**config.mk**
```make
export PLATFORM = sky130hd
export DESIGN_NAME = ecsu_top
export DESIGN_NICKNAME = d
export VERILOG_FILES = /design/src/rtl/ecsu_pkg.sv /design/src/rtl/ecsu_mem_if.sv /design/src/rtl/ecsu_top.sv /design/src/rtl/ecsu_cam_mem.sv /design/src/rtl/ecsu_start_sync.sv
export SDC_FILE = /design/constraint.sdc
export NUM_CORES = 2
export LEC_CHECK = 0
export ABC_AREA = 1
export ABC_CLOCK_PERIOD_IN_PS = 17600
export BUFFER_PORTS_ARGS = -buffer_cell sky130_fd_sc_hd__clkbuf_2
export CELL_PAD_IN_SITES_DETAIL_PLACEMENT = 1
export CELL_PAD_IN_SITES_GLOBAL_PLACEMENT = 1
export CORE_MARGIN = 1.5
export CORE_UTILIZATION = 40
export DETAILED_ROUTE_END_ITERATION = 8
export GPL_TIMING_DRIVEN = 0
export PLACE_DENSITY = 0.7
export REMOVE_ABC_BUFFERS = 1
export SETUP_SLACK_MARGIN = 0.02
export SYNTH_ARGS = -nofsm -noshare
export SYNTH_HDL_FRONTEND = slang
export SYNTH_SLANG_ARGS = --single-unit
```
**constraint.sdc**
```tcl
create_clock -name clk -period 17.6 [get_ports clk]
set_input_delay 3.52 -clock clk [delete_from_list [all_inputs] [get_ports clk]]
set_output_delay 3.52 -clock clk [all_outputs]
set_load 0.01 [all_outputs]
```
**src/rtl/ecsu_pkg.sv**
```systemverilog
package ecsu_pkg;

	// Table geometry: sixteen cam slots, three words each in a 4-word slot.
	localparam int NCAM   = 16;
	localparam int CNT_W  = 4;
	localparam int MEM_AW = 6;
	localparam int NFLAG  = 100;
	localparam int NOUT   = 16;

	// Register byte offsets on the slave port.
	localparam logic [8:0] OFF_CTRL  = 9'h000;
	localparam logic [8:0] OFF_CYCLE = 9'h004;
	localparam logic [8:0] OFF_HYST  = 9'h008;
	localparam logic [8:0] OFF_STAT  = 9'h00c;
	localparam logic [8:0] OFF_POS   = 9'h010;
	localparam logic [8:0] OFF_OUTS  = 9'h014;
	localparam int         TABLE_BIT = 8;

	// Control register fields.
	localparam int CTRL_SRC_BIT  = 4;
	localparam int CTRL_UNIT_BIT = 5;

	// Words inside one cam slot.
	localparam logic [1:0] WORD_START = 2'h0;
	localparam logic [1:0] WORD_END   = 2'h1;
	localparam logic [1:0] WORD_ACT   = 2'h2;

	// Action word fields.
	localparam int ACT_F1_LSB = 0;
	localparam int ACT_F1_EN  = 7;
	localparam int ACT_F2_LSB = 8;
	localparam int ACT_F2_EN  = 15;
	localparam int ACT_O_LSB  = 16;

	// Flag numbers and outputs that raise the fieldbus event.
	localparam logic [6:0] FLAG_MAX   = 7'h63;
	localparam int         FLAG_EV_A  = 98;
	localparam int         FLAG_EV_B  = 99;
	localparam int         OUT_VIRT_A = 0;
	localparam int         OUT_VIRT_B = 1;

	// Cycle length in raw increments, one motor revolution.
	localparam logic [32:0] RAW_CYCLE = 33'h0_0001_0000;

	// Reset values.
	localparam logic [31:0] RST_WORD = 32'h0000_0000;
	localparam logic [3:0]  RST_CNT  = 4'h0;

	// Position source codes.
	localparam logic SRC_OWN    = 1'b0;
	localparam logic SRC_MASTER = 1'b1;

	typedef enum logic [2:0] {
		SC_IDLE  = 3'b000,
		SC_RD_S  = 3'b001,
		SC_RD_E  = 3'b011,
		SC_RD_A  = 3'b010,
		SC_EVAL  = 3'b110
	} ecsu_scan_e;

	typedef enum logic [1:0] {
		RB_IDLE = 2'b00,
		RB_MEM  = 2'b01,
		RB_DONE = 2'b11
	} ecsu_rd_e;

endpackage

```
**src/rtl/ecsu_mem_if.sv**
```systemverilog
`timescale 1ns/1ns
// Write and read ports of the cam table.
interface ecsu_mem_if;
	logic        we;
	logic [5:0]  waddr;
	logic [31:0] wdata;
	logic [5:0]  raddr;
	logic [31:0] rdata;
	modport ctl (output we, waddr, wdata, raddr, input rdata);
	modport mem (input we, waddr, wdata, raddr, output rdata);
endinterface

```
**src/rtl/ecsu_top.sv**
```systemverilog
// The implementer's own choices: the placing of the registers and the Avalon-MM slave port.
`timescale 1ns/1ns
// How it works
// - Sixteen cam slots, each with start, end, action; a 4-bit count evaluates fifteen at most.
// - Positions take full range, order unchecked.
// - Action word picks outputs and flags.
// - Cycle counts user units, wraps at length.
// - Without units, 65536 increments per revolution.
// - Evaluate configured count; zero means idle.
// - Hysteresis widens active cams against jitter.
// - Source zero follows own position.
// - Source one follows master encoder.
// - Pin or flag 75 rise starts unit.
// - Start edge clears cycle position.
// - Pin falling edge stops the unit.
// - Flag 75 fall stops flag-started unit.
// - Writing zero count stops the unit.
// - No messages sent, only flags/outputs.
// - Flags 98/99, virtual outputs raise event.
// - Two flag numbers 0..99 per action.
// - Selected outputs driven while cam active.
module ecsu_top (
	input  wire logic        clk,             // Control clock, 125 MHz.
	input  wire logic        rst,             // Asynchronous reset.
	input  wire logic [8:0]  avs_address,     // Byte address.
	input  wire logic        avs_read,        // Read request.
	input  wire logic        avs_write,       // Write request.
	input  wire logic [31:0] avs_writedata,   // Write data.
	output logic      [31:0] avs_readdata,    // Read data.
	output logic             avs_waitrequest, // Slave stall.
	input  wire logic        ctrl_tick,       // Control cycle pulse.
	input  wire logic [31:0] own_position,    // Position controller.
	input  wire logic [31:0] master_position, // Master encoder.
	input  wire logic        cam_start_pin,   // Start input pin.
	input  wire logic        seq_flag75,      // Sequence flag 75.
	output logic      [15:0] cam_active_flag, // Active cams.
	output logic      [15:0] cam_outputs,     // Switching points.
	output logic      [99:0] prog_flags,      // Program flags set.
	output logic             can_event        // Event request pulse.
);

	logic [3:0]  cnt_r;
	logic        src_r;
	logic        unit_r;
	logic [31:0] cyc_len_r;
	logic [31:0] hys_r;
	logic        running_r;
	logic        by_flag_r;
	logic        f75_q_r;
	logic [31:0] cyc_pos_r;
	logic [31:0] last_pos_r;
	ecsu_pkg::ecsu_scan_e st_r;
	logic [3:0]  idx_r;
	logic [31:0] start_r;
	logic [31:0] end_r;
	logic [15:0] act_acc_r;
	logic [15:0] out_acc_r;
	logic [99:0] flag_acc_r;
	logic [15:0] act_r;
	logic [15:0] out_r;
	logic [99:0] flags_r;
	logic        can_r;
	ecsu_pkg::ecsu_rd_e rd_st_r;
	logic [31:0] readdata_r;

	logic        pin_rise;
	logic        pin_fall;
	logic        f75_rise;
	logic        f75_fall;
	logic        wr_ctrl;
	logic        start_ev;
	logic        stop_ev;
	logic [31:0] pos_sel;
	logic [32:0] len_w;
	logic [31:0] delta;
	logic [33:0] sum;
	logic [33:0] pos_nxt;
	logic        kick;
	logic        last_cam;
	logic        hit;
	logic [15:0] act_nxt;
	logic [15:0] out_nxt;
	logic [99:0] flag_nxt;
	logic        tbl;
	logic [31:0] reg_val;

	ecsu_mem_if mif ();

	ecsu_cam_mem u_mem (
		.clk (clk),
		.mp  (mif.mem)
	);

	ecsu_start_sync u_sync (
		.clk  (clk),
		.rst  (rst),
		.pin  (cam_start_pin),
		.rise (pin_rise),
		.fall (pin_fall)
	);

	// One-hot mask for a program flag number, empty when off or above 99.
	function automatic logic [99:0] flag_mask(input logic [6:0] n,
		input logic en);
		logic [99:0] m;
		m = '0;
		if (en && n <= ecsu_pkg::FLAG_MAX) begin
			m[n] = 1'b1;
		end
		return m;
	endfunction

	// Window test with hysteresis; a start above the end wraps the cycle.
	function automatic logic cam_hit(input logic [31:0] p,
		input logic [31:0] s, input logic [31:0] e,
		input logic [31:0] h, input logic was);
		logic signed [33:0] lo;
		logic signed [33:0] hi;
		logic signed [33:0] ps;
		ps = $signed({2'b00, p});
		lo = $signed({2'b00, s}) - (was ? $signed({2'b00, h}) : 34'sh0);
		hi = $signed({2'b00, e}) + (was ? $signed({2'b00, h}) : 34'sh0);
		if (s <= e) begin
			return (ps >= lo) && (ps <= hi);
		end
		return (ps >= lo) || (ps <= hi);
	endfunction

	// Start and stop events; a stop wins over a start in one cycle.
	assign f75_rise = seq_flag75 & ~f75_q_r;
	assign f75_fall = ~seq_flag75 & f75_q_r;
	assign wr_ctrl  = avs_write && avs_address == ecsu_pkg::OFF_CTRL;
	assign start_ev = (pin_rise | f75_rise) && cnt_r != 4'h0;
	assign stop_ev  = pin_fall
		| (f75_fall & by_flag_r)
		| (wr_ctrl && avs_writedata[3:0] == 4'h0);

	// Position source, cycle length and wrapped next position.
	assign pos_sel = (src_r == ecsu_pkg::SRC_MASTER) ? master_position
		: own_position;
	assign len_w = unit_r ? {1'b0, cyc_len_r}
		: ecsu_pkg::RAW_CYCLE;
	assign delta = pos_sel - last_pos_r;
	assign sum   = {2'b00, cyc_pos_r} + {{2{delta[31]}}, delta};
	always_comb begin
		pos_nxt = sum;
		if (sum[33]) begin
			pos_nxt = sum + {1'b0, len_w};
		end else if (sum >= {1'b0, len_w}) begin
			pos_nxt = sum - {1'b0, len_w};
		end
	end

	// Run state and the origin of the start.
	always_ff @(posedge clk or posedge rst) begin
		if (rst) begin
			running_r <= 1'b0;
			by_flag_r <= 1'b0;
			f75_q_r   <= 1'b0;
		end else begin
			f75_q_r <= seq_flag75;
			if (stop_ev) begin
				running_r <= 1'b0;
			end else if (start_ev) begin
				running_r <= 1'b1;
				by_flag_r <= ~pin_rise;
			end
		end
	end

	// Cycle position follows the source and restarts on a start edge.
	always_ff @(posedge clk or posedge rst) begin
		if (rst) begin
			cyc_pos_r  <= ecsu_pkg::RST_WORD;
			last_pos_r <= ecsu_pkg::RST_WORD;
		end else if (start_ev && !stop_ev) begin
			cyc_pos_r  <= ecsu_pkg::RST_WORD;
			last_pos_r <= pos_sel;
		end else if (ctrl_tick) begin
			last_pos_r <= pos_sel;
			if (running_r) begin
				cyc_pos_r <= pos_nxt[31:0];
			end
		end
	end

	// Scan over the configured cams once per control cycle.
	assign kick     = ctrl_tick && running_r && st_r == ecsu_pkg::SC_IDLE;
	assign last_cam = {1'b0, idx_r} + 5'h01 >= {1'b0, cnt_r};
	assign hit = cam_hit(cyc_pos_r, start_r, end_r, hys_r,
		act_r[idx_r]);
	assign act_nxt = act_acc_r | ({15'h0, hit} << idx_r);
	assign out_nxt = out_acc_r
		| (hit ? mif.rdata[31:16] : 16'h0);
	assign flag_nxt = flag_acc_r | (hit ? (flag_mask(
		mif.rdata[ecsu_pkg::ACT_F1_LSB +: 7],
		mif.rdata[ecsu_pkg::ACT_F1_EN])
		| flag_mask(mif.rdata[ecsu_pkg::ACT_F2_LSB +: 7],
		mif.rdata[ecsu_pkg::ACT_F2_EN])) : 100'h0);

	always_ff @(posedge clk or posedge rst) begin
		if (rst) begin
			st_r       <= ecsu_pkg::SC_IDLE;
			idx_r      <= 4'h0;
			start_r    <= ecsu_pkg::RST_WORD;
			end_r      <= ecsu_pkg::RST_WORD;
			act_acc_r  <= 16'h0;
			out_acc_r  <= 16'h0;
			flag_acc_r <= 100'h0;
		end else begin
			case (st_r)
				ecsu_pkg::SC_IDLE: begin
					if (kick) begin
						idx_r      <= 4'h0;
						act_acc_r  <= 16'h0;
						out_acc_r  <= 16'h0;
						flag_acc_r <= 100'h0;
						st_r       <= ecsu_pkg::SC_RD_S;
					end
				end
				ecsu_pkg::SC_RD_S: st_r <= ecsu_pkg::SC_RD_E;
				ecsu_pkg::SC_RD_E: begin
					start_r <= mif.rdata;
					st_r    <= ecsu_pkg::SC_RD_A;
				end
				ecsu_pkg::SC_RD_A: begin
					end_r <= mif.rdata;
					st_r  <= ecsu_pkg::SC_EVAL;
				end
				ecsu_pkg::SC_EVAL: begin
					act_acc_r  <= act_nxt;
					out_acc_r  <= out_nxt;
					flag_acc_r <= flag_nxt;
					idx_r      <= idx_r + 4'h1;
					st_r <= last_cam ? ecsu_pkg::SC_IDLE
						: ecsu_pkg::SC_RD_S;
				end
				default: st_r <= ecsu_pkg::SC_IDLE;
			endcase
		end
	end

	// Commit results at the end of a scan; a stopped unit releases all.
	always_ff @(posedge clk or posedge rst) begin
		if (rst) begin
			act_r   <= 16'h0;
			out_r   <= 16'h0;
			flags_r <= 100'h0;
			can_r   <= 1'b0;
		end else if (!running_r) begin
			act_r   <= 16'h0;
			out_r   <= 16'h0;
			flags_r <= 100'h0;
			can_r   <= 1'b0;
		end else if (st_r == ecsu_pkg::SC_EVAL && last_cam) begin
			act_r   <= act_nxt;
			out_r   <= out_nxt;
			flags_r <= flag_nxt;
			can_r   <= (flag_nxt[ecsu_pkg::FLAG_EV_A]
				& ~flags_r[ecsu_pkg::FLAG_EV_A])
				| (flag_nxt[ecsu_pkg::FLAG_EV_B]
				& ~flags_r[ecsu_pkg::FLAG_EV_B])
				| (out_nxt[ecsu_pkg::OUT_VIRT_A]
				& ~out_r[ecsu_pkg::OUT_VIRT_A])
				| (out_nxt[ecsu_pkg::OUT_VIRT_B]
				& ~out_r[ecsu_pkg::OUT_VIRT_B]);
		end else begin
			can_r <= 1'b0;
		end
	end

	// Configuration writes; writes never stall.
	always_ff @(posedge clk or posedge rst) begin
		if (rst) begin
			cnt_r     <= ecsu_pkg::RST_CNT;
			src_r     <= ecsu_pkg::SRC_OWN;
			unit_r    <= 1'b0;
			cyc_len_r <= ecsu_pkg::RST_WORD;
			hys_r     <= ecsu_pkg::RST_WORD;
		end else if (avs_write) begin
			if (avs_address == ecsu_pkg::OFF_CTRL) begin
				cnt_r  <= avs_writedata[3:0];
				src_r  <= avs_writedata[ecsu_pkg::CTRL_SRC_BIT];
				unit_r <= avs_writedata[ecsu_pkg::CTRL_UNIT_BIT];
			end else if (avs_address == ecsu_pkg::OFF_CYCLE) begin
				cyc_len_r <= avs_writedata;
			end else if (avs_address == ecsu_pkg::OFF_HYST) begin
				hys_r <= avs_writedata;
			end
		end
	end

	// Table port: bus writes anytime, bus reads only while scan is idle.
	assign tbl       = avs_address[ecsu_pkg::TABLE_BIT];
	assign mif.we    = avs_write && tbl;
	assign mif.waddr = avs_address[7:2];
	assign mif.wdata = avs_writedata;
	always_comb begin
		mif.raddr = {idx_r, ecsu_pkg::WORD_START};
		if (st_r == ecsu_pkg::SC_IDLE) begin
			mif.raddr = avs_address[7:2];
		end else if (st_r == ecsu_pkg::SC_RD_E) begin
			mif.raddr = {idx_r, ecsu_pkg::WORD_END};
		end else if (st_r == ecsu_pkg::SC_RD_A) begin
			mif.raddr = {idx_r, ecsu_pkg::WORD_ACT};
		end
	end

	// Register read mux; unmapped words read zero.
	always_comb begin
		reg_val = ecsu_pkg::RST_WORD;
		if (avs_address == ecsu_pkg::OFF_CTRL) begin
			reg_val = {26'h0, unit_r, src_r, cnt_r};
		end else if (avs_address == ecsu_pkg::OFF_CYCLE) begin
			reg_val = cyc_len_r;
		end else if (avs_address == ecsu_pkg::OFF_HYST) begin
			reg_val = hys_r;
		end else if (avs_address == ecsu_pkg::OFF_STAT) begin
			reg_val = {act_r, 14'h0, by_flag_r, running_r};
		end else if (avs_address == ecsu_pkg::OFF_POS) begin
			reg_val = cyc_pos_r;
		end else if (avs_address == ecsu_pkg::OFF_OUTS) begin
			reg_val = {16'h0, out_r};
		end
	end

	// Read sequencer: answer from a register one or more cycles later.
	always_ff @(posedge clk or posedge rst) begin
		if (rst) begin
			rd_st_r    <= ecsu_pkg::RB_IDLE;
			readdata_r <= ecsu_pkg::RST_WORD;
		end else begin
			case (rd_st_r)
				ecsu_pkg::RB_IDLE: begin
					if (avs_read && !tbl) begin
						readdata_r <= reg_val;
						rd_st_r    <= ecsu_pkg::RB_DONE;
					end else if (avs_read && !kick
						&& st_r == ecsu_pkg::SC_IDLE) begin
						rd_st_r <= ecsu_pkg::RB_MEM;
					end
				end
				ecsu_pkg::RB_MEM: begin
					readdata_r <= mif.rdata;
					rd_st_r    <= ecsu_pkg::RB_DONE;
				end
				default: rd_st_r <= ecsu_pkg::RB_IDLE;
			endcase
		end
	end

	assign avs_waitrequest = avs_read && rd_st_r != ecsu_pkg::RB_DONE;
	assign avs_readdata    = readdata_r;
	assign cam_active_flag = act_r;
	assign cam_outputs     = out_r;
	assign prog_flags      = flags_r;
	assign can_event       = can_r;
endmodule

```
**src/rtl/ecsu_cam_mem.sv**
```systemverilog
`timescale 1ns/1ns
// Cam table storage with one write port and one registered read port.
module ecsu_cam_mem (
	input wire logic clk, // Control clock.
	ecsu_mem_if.mem  mp   // Table ports.
);
	logic [31:0] mem_q [64];
	logic [31:0] rdata_r;

	// Write and registered read; the table holds no reset value.
	always_ff @(posedge clk) begin
		if (mp.we) begin
			mem_q[mp.waddr] <= mp.wdata;
		end
		rdata_r <= mem_q[mp.raddr];
	end

	assign mp.rdata = rdata_r;
endmodule

```
**src/rtl/ecsu_start_sync.sv**
```systemverilog
`timescale 1ns/1ns
// Two-flop synchroniser and edge detector for the start pin.
module ecsu_start_sync (
	input  wire logic clk,  // Control clock.
	input  wire logic rst,  // Asynchronous reset.
	input  wire logic pin,  // Raw pin level.
	output logic      rise, // One-cycle pulse on a rising edge.
	output logic      fall  // One-cycle pulse on a falling edge.
);
	logic s1_r;
	logic s2_r;
	logic s3_r;

	// The first flop feeds only the second.
	always_ff @(posedge clk or posedge rst) begin
		if (rst) begin
			s1_r <= 1'b0;
			s2_r <= 1'b0;
			s3_r <= 1'b0;
		end else begin
			s1_r <= pin;
			s2_r <= s1_r;
			s3_r <= s2_r;
		end
	end

	assign rise = s2_r & ~s3_r;
	assign fall = ~s2_r & s3_r;
endmodule

```
==> run metrics <==
status=complete, no violations; critical path class=input pin to flop; Pins Over Slew Limit=0; Async SR Flop Fraction=19.7%; delay-heaviest family, CP=simple AND/OR/NAND/NOR gates; Mapped Area=around 0.12 mm2; # port buffers=approximately 280; CORE AREA=~0.29 mm2; H-tree depth=5; Peak VDD IR=between 0.2 and 0.3 mV; Max-Cap Viols=0; CTS Sinks=about 2600; f_max=just over 90 MHz; largest net degree at the start of global routing=176; # placed instances=between 10000 and 15000; multi-input logic area=0.0373 mm2; final hold vios=0; Post-synth top flop=edfxtp_1; WP data arrival=around 12000 ps; wire per inst=around 28 um; Crit path top cell by count=nand2_1; post_cts resized=0; min-delay src=u_sync.s1_r; deepest clock path buffer count=4; Synth Instances=10700; post-route antenna net violation count=0; initial antenna violation count=23; Synth area leader=edfxtp_1; Startpoint Class=input pin; Reg area=approximately 0.075 mm2; Final #Nets=between 10000 and 15000; slack of the critical path=about 6600 ps; WHS Path Cells=0; DRT Pass-1 Iters=5; syn_area_per_cell=roughly 11 um2; Critical Path Sink Type=flop; yosys warns=0; HPWL after DPL=268000 um; first-pass GRT wire length=about 600000 um; dpl ws=roughly 5800 ps; TNS Setup=0 ps; Iter 0 DRT Violations=8116; Setup Buffers After CTS=0; Hold Path End=u_sync.s2_r; # DRC=0; vias per inst=between 5 and 6; commonest non-fill, non-tap cell in the layout=nor2_1; starting density of the core=approximately two fifths; pwr dens=179 mW/mm2; Synth top area share=between 50% and 60%; post-route insts no fill=around 15000; P&R area growth vs syn=15.2%; max incr delay on CP=just over 1000 ps; vias=88100; final setup fails=0; drt total wl=between 400000 and 500000 um; critical path required time=~18000 ps; number of synthesized flops with an enable pin=~2000; GRT Util Overall=between 20 and 30%; Worst-Margin Slew=1480 ps; vias in the first global route=just over 90000; share of layout cells above drive strength 1=a little under a tenth; Synth area leaders=edfxtp_1, dfrtp_1, nor2_1, o21ai_0, o32ai_1; io pins=between 200 and 300; R2R Path Start=src_r; worst-skew pair later-pin latency=between 900 and 1000 ps; Top reg by flops=u_mem.mem_q; Worst-path clk slew=approximately 60 ps; Root Driver=clkbuf_16; RePlAce Congestion=around 0.9; final core occ=a little under half; total gr overflow=0; Setup Skew=96.9 ps; critical path's slowest cell=a31oi_4; P_leak=~49 nW; Hold WC Path Type=flop to flop; Die Y=543 um; CTS Buf Count=slightly below 300; post-synthesis sequential area ratio=between 60 and 70%; crit path buf inv count=3; unique cell type count in the Yosys netlist=between 60 and 70; Hold Buf Count CTS=0; overall die width=543 um; r2r endpoint=cyc_pos_r[30]; Reg2Reg Setup Slack=around 8000 ps; Tmin final=between 10000 and 15000 ps; RSZ-0062 raised after global routing=false; most frequent cells in the layout=nor2_1, edfxtp_1, nand2_1; Placement Rows=197; max FFs per register=2048; area of the die=0.294 mm2; final period utilization=between 60% and 70%; CP Max Fanout=33; Yosys reg bits=between 2000 and 3000; Slew headroom=under 10%; worst reg-to-reg path cell count=41; # fillers=approximately 30000; CTS tree=yes
==> kinds of logic (layout without fill, tap and decap cells) <==
logic type      count (synthesis)  after routing  synth area share [%]
mux                             1              1               0.00859
simple gates                 3729           3729                  12.6
buf+inv                      1228           1561                  4.21
other cells                     0             12                     0
fa+ha+maj                     299            299                  3.25
compound gates               2735           2735                  14.5
xor+xnor                      160            160                  1.21
flops                        2590           2590                  64.3
==> worst max-delay path by stage <==
| stage | start | depth (start not counted) | to |
|---|---|---|---|
| finish | master_position[0] | 40 | cyc_pos_r[30] |
| global placement | avs_address[2] | 9 | u_mem.mp.rdata[9] |
| CTS | master_position[0] | 40 | cyc_pos_r[30] |
| detailed placement | master_position[0] | 40 | cyc_pos_r[10] |
| floorplan | avs_address[2] | 9 | u_mem.mp.rdata[20] |
| global route | master_position[1] | 40 | cyc_pos_r[11] |
==> through the flow <==
| step | power [mW] | area [um2] | hold WS, ps |
|---|---|---|---|
| floorplan | 14.4 | 114000 | 331 |
| global placement | 18.4 | 120000 | 343 |
| detailed placement | 17.8 | 124000 | 347 |
| CTS | 24.0 | 134000 | 360 |
| global route | 25.3 | 134000 | 366 |
| finish | 24.0 | 134000 | 363 |
==> synth_stat cells, drive strengths merged, types with 2 or more instances <==
library cell / count
o311ai: 2
or2: 6
dfxtp: 32
nand3b: 5
nand2: 1099
o22ai: 124
o2111ai: 4
nand3: 263
a21oi: 533
nor4: 15
o32ai: 510
o21ai: 1255
nor2: 2260
ha: 293
inv: 575
a211oi: 13
fa: 6
buf: 177
o221ai: 155
edfxtp: 2048
xor2: 97
a2111oi: 2
o21bai: 23
xnor2: 63
nand4: 30
clkinv: 6
a21o: 15
nor3: 46
a221o: 2
clkbuf: 470
o211ai: 31
a221oi: 8
a21boi: 12
dfrtp: 510
a31oi: 19
and3: 4
o21a: 20
o31ai: 2
==> report_power, final <==
group          leakage, nW  switching [mW]  internal, mW  total (mW)
logic                 18.8            7.44          3.18        10.6
registers             25.5           0.439          6.87        7.30
clock network         4.63            2.55          3.57        6.12
total                 48.9            10.4          13.6        24.0
==> cell type report <==
type,count,share of cell area [%]
Inverter,581,1.66
Sequential cell,2590,55.8
Multi-Input combinational cell,6924,27.8
Antenna cell,12,0.0224
Clock buffer,383,5.98
Tap cell,3880,3.62
Timing Repair Buffer,465,4.11
Clock inverter,132,1.05
==> metal layers <==
metal / track usage (%) / share of wire (%) / up-vias
met2: 46.6 / 49 / 3185
met1: 34.3 / 40 / 45300
met4: 13.2 / 5.0 / 8
met3: 3.70 / 6.0 / 823
li1: - / - / 38800
met5: 0 / 0.0095 / -
(Power assumes the default switching activity.)
